### src/gvl_pkg.sv
/*
 * constants for the gpio output-value and level-shift block: register
 * offsets, field positions and values after reset.
 * assumes an 8-bit register address space reached by byte accesses.
 */
package gvl_pkg;

    // =========================================================
    // register port shape
    localparam int ADDR_W = 8;                       // register address width
    localparam int DATA_W = 8;                       // register data width
    localparam int PAIRS  = 8;                       // lower/upper pin pairs
    localparam int PINS   = 2 * PAIRS;               // all gpio pins

    // =========================================================
    // register offsets
    localparam logic [7:0] OFF_DIR_LO    = 8'h34;    // lower pin direction
    localparam logic [7:0] OFF_DIR_HI    = 8'h35;    // upper pin direction
    localparam logic [7:0] OFF_MODE_LO   = 8'h36;    // lower output mode
    localparam logic [7:0] OFF_MODE_HI   = 8'h37;    // upper output mode
    localparam logic [7:0] OFF_VAL_LO    = 8'h3A;    // lower_output_values
    localparam logic [7:0] OFF_VAL_HI    = 8'h3B;    // upper_output_values
    localparam logic [7:0] OFF_SHIFT     = 8'h3C;    // pair_translation_enable
    localparam logic [7:0] OFF_GLOBAL    = 8'h40;    // global configuration

    // =========================================================
    // fields
    localparam int         BIT_GPIO_EN   = 4;        // global gpio enable
    localparam int         BIT_GPIO_RST  = 3;        // momentary gpio reset
    localparam logic [7:0] GLOBAL_MASK   = 8'h37;    // stored global bits
    localparam logic [7:0] OD_ONLY_HI    = 8'hF0;    // pins 12-15 fixed open-drain

    // =========================================================
    // values after reset
    localparam logic [7:0] RST_DIR       = 8'h00;    // all pins inputs
    localparam logic [7:0] RST_MODE_LO   = 8'hFF;    // lower pins push-pull
    localparam logic [7:0] RST_MODE_HI   = 8'h00;    // upper pins open-drain
    localparam logic [7:0] RST_VAL       = 8'hFF;    // outputs high
    localparam logic [7:0] RST_SHIFT     = 8'h00;    // no pair connected
    localparam logic [7:0] RST_GLOBAL    = 8'h00;    // gpio disabled
    localparam logic [7:0] RD_UNMAPPED   = 8'h00;    // answer to unmapped reads

endpackage

### src/gvl_pin_cell.sv
/*
 * one pin driver: turns drive request, level and open-drain choice into
 * the pin output and its active-low output enable.
 * assumes the caller registers the results.
 */
`timescale 1ns/10ps
`default_nettype none

module gvl_pin_cell (
    input  wire logic drive,      // pin acts as output
    input  wire logic level,      // wanted pin level
    input  wire logic openDrain,  // high level is a release
    output logic      pinOut,     // level to put on the pin
    output logic      pinOeN      // low while the pin is driven
);

    // =========================================================
    // driver decision
    always_comb begin
        if (!drive) begin
            // input: release
            pinOut = 1'b0;
            pinOeN = 1'b1;
        end else if (openDrain && level) begin
            // open-drain high: release, pullup pulls high
            pinOut = 1'b0;
            pinOeN = 1'b1;
        end else begin
            // push-pull, or open-drain low
            pinOut = level;
            pinOeN = 1'b0;
        end
    end

endmodule

`default_nettype wire

### src/gvl_gpio_out_shift.sv
/*
 * gpio output values and pair level translation for a 16-pin expander.
 * assumes the serial bus slave sits on the same clock and gives one-cycle
 * byte read and write strobes; pins are asynchronous and are synchronised.
 */
`timescale 1ns/10ps
`default_nettype none

module gvl_gpio_out_shift (
    input  wire logic                       clk,        // 100 MHz clock
    input  wire logic                       nrst,       // async reset, active low
    input  wire logic                       regWrEn,    // byte write strobe
    input  wire logic                       regRdEn,    // byte read strobe
    input  wire logic [gvl_pkg::ADDR_W-1:0] regAddr,    // register offset
    input  wire logic [gvl_pkg::DATA_W-1:0] regWrData,  // write byte
    output logic      [gvl_pkg::DATA_W-1:0] regRdData,  // read byte
    output logic                            regRdValid, // read answer pulse
    input  wire logic [gvl_pkg::PINS-1:0]   pinIn,      // pin levels seen
    output logic      [gvl_pkg::PINS-1:0]   pinOut,     // pin drive levels
    output logic      [gvl_pkg::PINS-1:0]   pinOeN      // low while driven
);
    import gvl_pkg::*;

    // =========================================================
    // state
    logic [7:0]      dirLo_q;       // lower direction, 1 = output
    logic [7:0]      dirHi_q;       // upper direction, also pair direction
    logic [7:0]      modeLo_q;      // lower mode, 1 = push-pull
    logic [7:0]      modeHi_q;      // upper mode, 1 = push-pull
    logic [7:0]      valLo_q;       // lower output values
    logic [7:0]      valHi_q;       // upper output values
    logic [7:0]      shift_q;       // pair translation enables
    logic [7:0]      global_q;      // global configuration
    logic [PINS-1:0] pinMeta_q;     // first sync stage
    logic [PINS-1:0] pinSync_q;     // second sync stage
    logic [PINS-1:0] pinOut_q;      // registered pin levels
    logic [PINS-1:0] pinOeN_q;      // registered enables
    logic [7:0]      rdData_q;      // read answer
    logic            rdValid_q;     // read answer strobe
    logic            gpioEn;        // gpio enabled
    logic            cfgReset;      // write of the reset bit
    logic            wrOk;          // accepted configuration write
    logic [PINS-1:0] cellDrive;     // per pin drive request
    logic [PINS-1:0] cellLevel;     // per pin wanted level
    logic [PINS-1:0] cellOd;        // per pin open-drain
    logic [PINS-1:0] cellOut;       // cell pin level
    logic [PINS-1:0] cellOeN;       // cell enable

    // register contents as seen by a read
    function automatic logic [7:0] readMux(input logic [7:0] a);
        unique case (a)
            OFF_DIR_LO:  readMux = dirLo_q;
            OFF_DIR_HI:  readMux = dirHi_q;
            OFF_MODE_LO: readMux = modeLo_q;
            OFF_MODE_HI: readMux = modeHi_q;
            OFF_VAL_LO:  readMux = valLo_q;
            OFF_VAL_HI:  readMux = valHi_q;
            OFF_SHIFT:   readMux = shift_q;
            OFF_GLOBAL:  readMux = global_q;
            default:     readMux = RD_UNMAPPED;
        endcase
    endfunction

    // =========================================================
    // write qualification
    assign gpioEn   = global_q[BIT_GPIO_EN];
    assign cfgReset = regWrEn && (regAddr == OFF_GLOBAL) && regWrData[BIT_GPIO_RST];
    // global register stays writable, otherwise nothing could enable gpio
    assign wrOk     = regWrEn && gpioEn && (regAddr != OFF_GLOBAL);

    // =========================================================
    // global configuration; reset bit is never stored
    always_ff @(posedge clk or negedge nrst) begin
        if (!nrst) begin
            global_q <= RST_GLOBAL;
        end else if (regWrEn && (regAddr == OFF_GLOBAL)) begin
            global_q <= regWrData & GLOBAL_MASK;
        end
    end

    // =========================================================
    // configuration registers
    always_ff @(posedge clk or negedge nrst) begin
        if (!nrst) begin
            dirLo_q  <= RST_DIR;
            dirHi_q  <= RST_DIR;
            modeLo_q <= RST_MODE_LO;
            modeHi_q <= RST_MODE_HI;
            valLo_q  <= RST_VAL;
            valHi_q  <= RST_VAL;
            shift_q  <= RST_SHIFT;
        end else if (cfgReset) begin
            // momentary reset back to power-on values
            dirLo_q  <= RST_DIR;
            dirHi_q  <= RST_DIR;
            modeLo_q <= RST_MODE_LO;
            modeHi_q <= RST_MODE_HI;
            valLo_q  <= RST_VAL;
            valHi_q  <= RST_VAL;
            shift_q  <= RST_SHIFT;
        end else if (wrOk) begin
            // byte write by offset; unmapped offsets are ignored
            case (regAddr)
                OFF_DIR_LO:  dirLo_q  <= regWrData;
                OFF_DIR_HI:  dirHi_q  <= regWrData;
                OFF_MODE_LO: modeLo_q <= regWrData;
                OFF_MODE_HI: modeHi_q <= regWrData & ~OD_ONLY_HI;
                OFF_VAL_LO:  valLo_q  <= regWrData;
                OFF_VAL_HI:  valHi_q  <= regWrData;
                OFF_SHIFT:   shift_q  <= regWrData;
                default:     ;
            endcase
        end
    end

    // =========================================================
    // read answer, one cycle after the strobe
    always_ff @(posedge clk or negedge nrst) begin
        if (!nrst) begin
            rdData_q  <= RD_UNMAPPED;
            rdValid_q <= 1'b0;
        end else begin
            rdValid_q <= regRdEn;
            if (regRdEn) begin
                rdData_q <= readMux(regAddr);
            end
        end
    end

    // =========================================================
    // pin synchroniser
    always_ff @(posedge clk or negedge nrst) begin
        if (!nrst) begin
            pinMeta_q <= '0;
            pinSync_q <= '0;
        end else begin
            pinMeta_q <= pinIn;
            pinSync_q <= pinMeta_q;
        end
    end

    // =========================================================
    // per pair: plain outputs or level translation
    always_comb begin
        cellDrive = '0;
        cellLevel = '0;
        cellOd    = '0;
        for (int n = 0; n < PAIRS; n++) begin
            cellOd[n]       = !modeLo_q[n];
            cellOd[n+PAIRS] = !modeHi_q[n] || OD_ONLY_HI[n];
            if (shift_q[n]) begin
                // translating pair; upper direction picks the way
                if (dirHi_q[n]) begin
                    cellDrive[n+PAIRS] = 1'b1;
                    cellLevel[n+PAIRS] = pinSync_q[n];
                end else begin
                    cellDrive[n] = 1'b1;
                    cellLevel[n] = pinSync_q[n+PAIRS];
                end
            end else begin
                // pair unconnected: value registers drive outputs
                cellDrive[n]       = dirLo_q[n];
                cellLevel[n]       = valLo_q[n];
                cellDrive[n+PAIRS] = dirHi_q[n];
                cellLevel[n+PAIRS] = valHi_q[n];
            end
        end
    end

    // one driver cell per pin
    for (genvar p = 0; p < PINS; p++) begin : gPin
        gvl_pin_cell uCell (
            .drive     (cellDrive[p]),
            .level     (cellLevel[p]),
            .openDrain (cellOd[p]),
            .pinOut    (cellOut[p]),
            .pinOeN    (cellOeN[p])
        );
    end

    // pins come from flip-flops, released during reset
    always_ff @(posedge clk or negedge nrst) begin
        if (!nrst) begin
            pinOut_q <= '0;
            pinOeN_q <= '1;
        end else begin
            pinOut_q <= cellOut;
            pinOeN_q <= cellOeN;
        end
    end

    assign pinOut     = pinOut_q;
    assign pinOeN     = pinOeN_q;
    assign regRdData  = rdData_q;
    assign regRdValid = rdValid_q;
endmodule

`default_nettype wire

### config.mk
export PLATFORM = sky130hd
export DESIGN_NAME = gvl_gpio_out_shift
export DESIGN_NICKNAME = d
export VERILOG_FILES = /design/src/gvl_pkg.sv /design/src/gvl_pin_cell.sv /design/src/gvl_gpio_out_shift.sv
export SDC_FILE = /design/constraint.sdc
export NUM_CORES = 1
export LEC_CHECK = 0
export BUFFER_PORTS_ARGS = -buffer_cell sky130_fd_sc_hd__buf_2
export CORE_ASPECT_RATIO = 1.75
export CORE_MARGIN = 2
export CORE_UTILIZATION = 57
export CTS_CLUSTER_SIZE = 40
export DETAILED_ROUTE_END_ITERATION = 16
export PLACE_DENSITY = 0.86
export RECOVER_POWER = 100
export SLEW_MARGIN = 40
export SYNTH_ARGS = -nofsm -noshare
export SYNTH_HDL_FRONTEND = slang
export SYNTH_SLANG_ARGS = --single-unit
### constraint.sdc
create_clock -name clk -period 1.9 [get_ports clk]
set_clock_uncertainty 0.15 [all_clocks]
set_input_delay 0.095 -clock clk [delete_from_list [all_inputs] [get_ports clk]]
set_output_delay 0.095 -clock clk [all_outputs]
set_load 0.005 [all_outputs]
Word-level counts from Yosys, hierarchy flattened
Cells that the tools add are included.
{"block": "totals", "regBits": 130, "in_bits": 36}
{"block": "classes", "eq_ne": 9, "mux": 142, "n_reduce_logical": 43}
{"cell": "$mux W8", "count": 21}
{"cell": "$mux W1", "count": 120}
{"cell": "$pmux W8 S8", "count": 1}
{"cell": "$eq A8 B6 Y1 const B", "count": 7}
{"cell": "$logic_and A1 B1 Y1", "count": 16}
{"cell": "$reduce_bool A2 Y1", "count": 8}
{"cell": "$reduce_and A2 Y1", "count": 7}
{"cell": "$logic_not A1 Y1", "count": 12}
{"cell": "$eq A8 B7 Y1 const B", "count": 1}
{"cell": "$ne A8 B7 Y1 const B", "count": 1}

Longest topological paths before layout
{"block": "logic_depth", "word_depth": 5, "ltp_mapped": 7}

Hierarchy
Synthesis repeated with hierarchy kept, for this count alone.
{"block": "hier_totals", "cells_unflattened": 487, "hier_area_um2": 5714.2}
{"module": "gvl_gpio_out_shift", "n_inst": 1, "cells_per_inst": 455, "area_per_inst_um2": 5413.9}
{"module": "gvl_pin_cell", "n_inst": 16, "cells_per_inst": 2, "area_per_inst_um2": 18.8}

Least setup slack after synthesis
Ideal clock, no wire load.
{"block": "synth_timing", "path_kind": "input-to-reg", "start": "in regAddr[1] in the netlist's numbering", "end": "reg shift_q[5]", "arrival_ns": 1.236, "slack_ns": 0.390, "cell_stages": 7, "cell_sequence": "buf_6 > nor4_4 > and2_4 > and3_1 > buf_4 > buf_6 > a21oi_1"}
{"block": "synth_between", "elab_chain_cells": 5}
{"element": "start, declared", "line": "gvl_gpio_out_shift.sv:14", "rtl": "input wire logic [gvl_pkg::ADDR_W-1:0] regAddr,"}
{"element": "$eq A8 B7 Y1", "line": "gvl_gpio_out_shift.sv:67", "rtl": "assign cfgReset = regWrEn && (regAddr == OFF_GLOBAL) && regWrData[BIT_GPIO_RST];"}
{"element": "$logic_and A1 B1 Y1 (2 in a row)", "line": "gvl_gpio_out_shift.sv:67"}
{"element": "$reduce_bool A2 Y1 (no source line)"}
{"element": "$reduce_and A2 Y1 (no source line)"}
{"element": "end signal, assigned", "line": "gvl_gpio_out_shift.sv:110", "rtl": "OFF_SHIFT: shift_q <= regWrData;"}
{"element": "end, declared", "line": "gvl_gpio_out_shift.sv:32", "rtl": "logic [7:0] shift_q;"}
Parallel ways exist; a longest one is shown, timed or not.
A chain may end at the register's enable or synchronous reset.

Worst setup path in the final report
{"block": "layout_timing", "start": "in regAddr[1] in the netlist's numbering", "end": "reg dirLo_q[6]"}
{"block": "layout_between", "elab_chain_cells": 5}
{"element": "$eq A8 B7 Y1", "line": "gvl_gpio_out_shift.sv:67"}
{"element": "$logic_and A1 B1 Y1 (2 in a row)", "line": "gvl_gpio_out_shift.sv:67"}
{"element": "$reduce_bool A2 Y1 (no source line)"}
{"element": "$reduce_and A2 Y1 (no source line)"}
{"element": "end signal, assigned", "line": "gvl_gpio_out_shift.sv:104", "rtl": "OFF_DIR_LO: dirLo_q <= regWrData;"}
{"element": "end, declared", "line": "gvl_gpio_out_shift.sv:26", "rtl": "logic [7:0] dirLo_q;"}
Parallel ways exist; a longest one is shown, timed or not.

==> flow_summary.ini <==
[worst_hold_path]
min_to = valHi_q[1]
hp-start = regAddr[7]
hold_class = primary input to register
worstHoldPathCells = 5

[setup_path]
required_ns = 2.07
cp.arrival_ns = 2.04
end_kind = register
startpoint = regAddr[1]
r2r-start = global_q[4]
r2r_setup_slack_ns = 0.25
slowest_delay_ns = 0.54
worst_setup_path_start_kind = primary input
cpMostUsedCell = buf_4
slowest_stage = dlygate4sd3_1
cp_num_buf_inv = 4
reg2regPathDepth = 5
path_delay_family = buffers and inverters
r2r-end = shift_q[7]
path_max_fanout = 12
crit_type = primary input to register
path_cells = dlygate4sd3_1, clkbuf_4, buf_4, nor4b_4, and2_4, buf_4, nand3_1, a21oi_1

[layout]
diodes = 0
final_area_mm2 = 0.00726
finalNonFillerCells = 785
layout.nets = 686
area_delta_synth_final_pct = 30.1
fillers = 611
post-route-util_pct = 76.7
drive_above_1_share_pct = 28.5

[synthesis]
yosysMostFrequentCell = dfrtp_1
ys_ff_latch = 126
netlist-cell-type-count = 52
yosysTopAreaCell = dfrtp_1
ys_seq_area_share_pct = 57.4
synthFlopType = dfrtp_1
synth_area_mm2 = 0.00558
ys_async_sr_fraction_pct = 100
synthTopCellsByArea = dfrtp_1 39%, dfstp_2 19%, nand3_1 4.3%, a21oi_1 4.2%, o21ai_0 3.9%
synth_edf_count = 0
synthTopCellsByCount = 86 x dfrtp_1, 51 x nand2_1, 48 x nand3_1
postSynthAreaPerCell_um2 = 10.9
synthCells = 513
synth_top_area_share_pct = 38.5
yosys_warnings = 0

[floorplanning]
row_count = 47
die_h_um = 135
fp.dieW_um = 78.8
ios = 77
dieArea_mm2 = 0.0106
core_mm2 = 0.00947
initial_core_util_pct = 59.0

[clocking]
postCtsSetupRepairBufs = 0
cts_num_sinks = 126
clk_latency_ns = 0.42
cts.path.max_buffers = 2
ctsHtreeMaxLevel = 4
cts_buffers = 17
cts_tree = yes
clk_pin_slew_ns = 0.06
cts_root_buffer = clkbuf_16

[placement]
io_buffers = 72
dp.cells = 725
place_congestion = 0.971
dpl.hpwl_mm = 10.9
post-place-ws_ns = 0.137
place_area_mm2 = 0.00635

[power]
vdd_drop_max_mv = 0.952
p_leak_nw = 3.12
powerDensity_mw_per_mm2 = 934

[drt]
wl_mm = 16.8
ant_nets = 0
wl_per_cell_um = 21.3
drt_first_iter_violations = 616
num_vias = 5009
viasPerCell = 6.38
dr.pass1.iters = 6
drc_errors = 0

[sta]
hold_viol = 0
report.final.slew_viol_count = 0
setup_viol = 0
tightest_slew_ns = 1.10
fmax_mhz = 535
period_needed_ns = 1.87
setup_ws_ns = 0.0323
final.period_utilization_pct = 98.3
fin_tns_setup_ns = 0
slew_headroom_pct = 26.5

[run]
drv_cap = 0

[global_routing]
grt_start_max_net_pins = 42
overflow = 0
grt_pass1_vias = 5243
grt_usage_pct = 33.9
grt_pass1_wl_mm = 26.8
antenna_found_initial = 0

[outcome]
run_status = finished clean
==> cell usage in the layout, fill, tap and decap left out, drive strengths merged, types with 5 or more instances in the layout <==
master / n
buf: 103
dfrtp: 86
nand2: 51
nand3: 48
a21oi: 47
o21ai: 44
clkbuf: 41
dfstp: 40
dlygate4sd3: 28
nor2: 17
inv: 16
mux2i: 15
nand3b: 14
a32oi: 9
o211ai: 7
nor3: 7
a222oi: 6
mux2: 6
bufinv: 6
a211oi: 5
nor2b: 5
nand4: 5
a22oi: 5
==> worst max path at each step <==
stage / endpoint / slack, ns / cells past startpoint
floorplan: shift_q[5] / 0.39 / 7
global placement: regRdData[4] / 0.18 / 7
detailed placement: dirHi_q[2] / 0.14 / 6
CTS: dirLo_q[0] / 0.008 / 7
global route: dirLo_q[0] / -0.007 / 8
finish: dirLo_q[6] / 0.03 / 8
==> power breakdown <==
part           switching, mW  internal [mW]  total, mW
clock                   1.16           2.45       3.62
combinational          0.210          0.147      0.358
sequential            0.0411           2.77       2.81
==> through the flow <==
stage / power [mW] / hold WS, ns
2_1_floorplan: 2.97 / -0.351
3_3_place_gp: 3.15 / -0.0372
3_5_place_dp: 3.16 / -0.0184
4_1_cts: 6.81 / 0.0745
5_1_grt: 6.98 / 0.141
6_report: 6.78 / 0.106
==> cell type report <==
class	instances	area [µm²]	area share, %
sequential	126	3200	44.1
multi-input combinational	338	2140	29.4
timing repair buffer	151	1060	14.5
clock buffer	21	440	6.06
clock inverter	11	214	2.95
tap	122	153	2.10
inverter	16	60.1	0.827
==> cells by family after synthesis <==
family / after synthesis / share of synthesized area, %
other: 1 / 0.0672
flip-flops: 126 / 57.4
AND/OR/NAND/NOR: 173 / 17.9
AO/OA/AOI/OAI: 139 / 15.6
buffers and inverters: 52 / 4.73
multiplexers: 22 / 4.30
==> tightest hold or removal path, cell delays in order <==
cell and delay [ns]:
buf_2 0.13, nor4b_4 0.08, nand4_1 0.11, buf_4 0.16, nand3_1 0.08
==> what timing repair did <==
item,in CTS,in global routing
setup endpoints to repair,0,10
hold endpoints to repair,178,0
hold buffers,28,0
resized for setup,0,5
==> registers in the layout, indices dropped and copies added (netlist names) <==
register / flops
pinOut: 12
regRdValid: 1
valHi_q: 8
pinMeta_q: 16
pinSync_q: 16
modeLo_q: 8
pinOeN: 16
dirHi_q: 8
shift_q: 8
valLo_q: 8
global_q: 5
regRdData: 8
dirLo_q: 8
modeHi_q: 4
==> layer usage <==
metal	share of wire [%]	global-route usage, %	up-vias
met3	8.4	8.76	99
met1	34	38.5	2432
met4	6.1	19.8	0
met2	51	57.1	350
li1	-	-	2128
met5	0	0	-
Note: power is estimated with default switching activity, not from simulation.
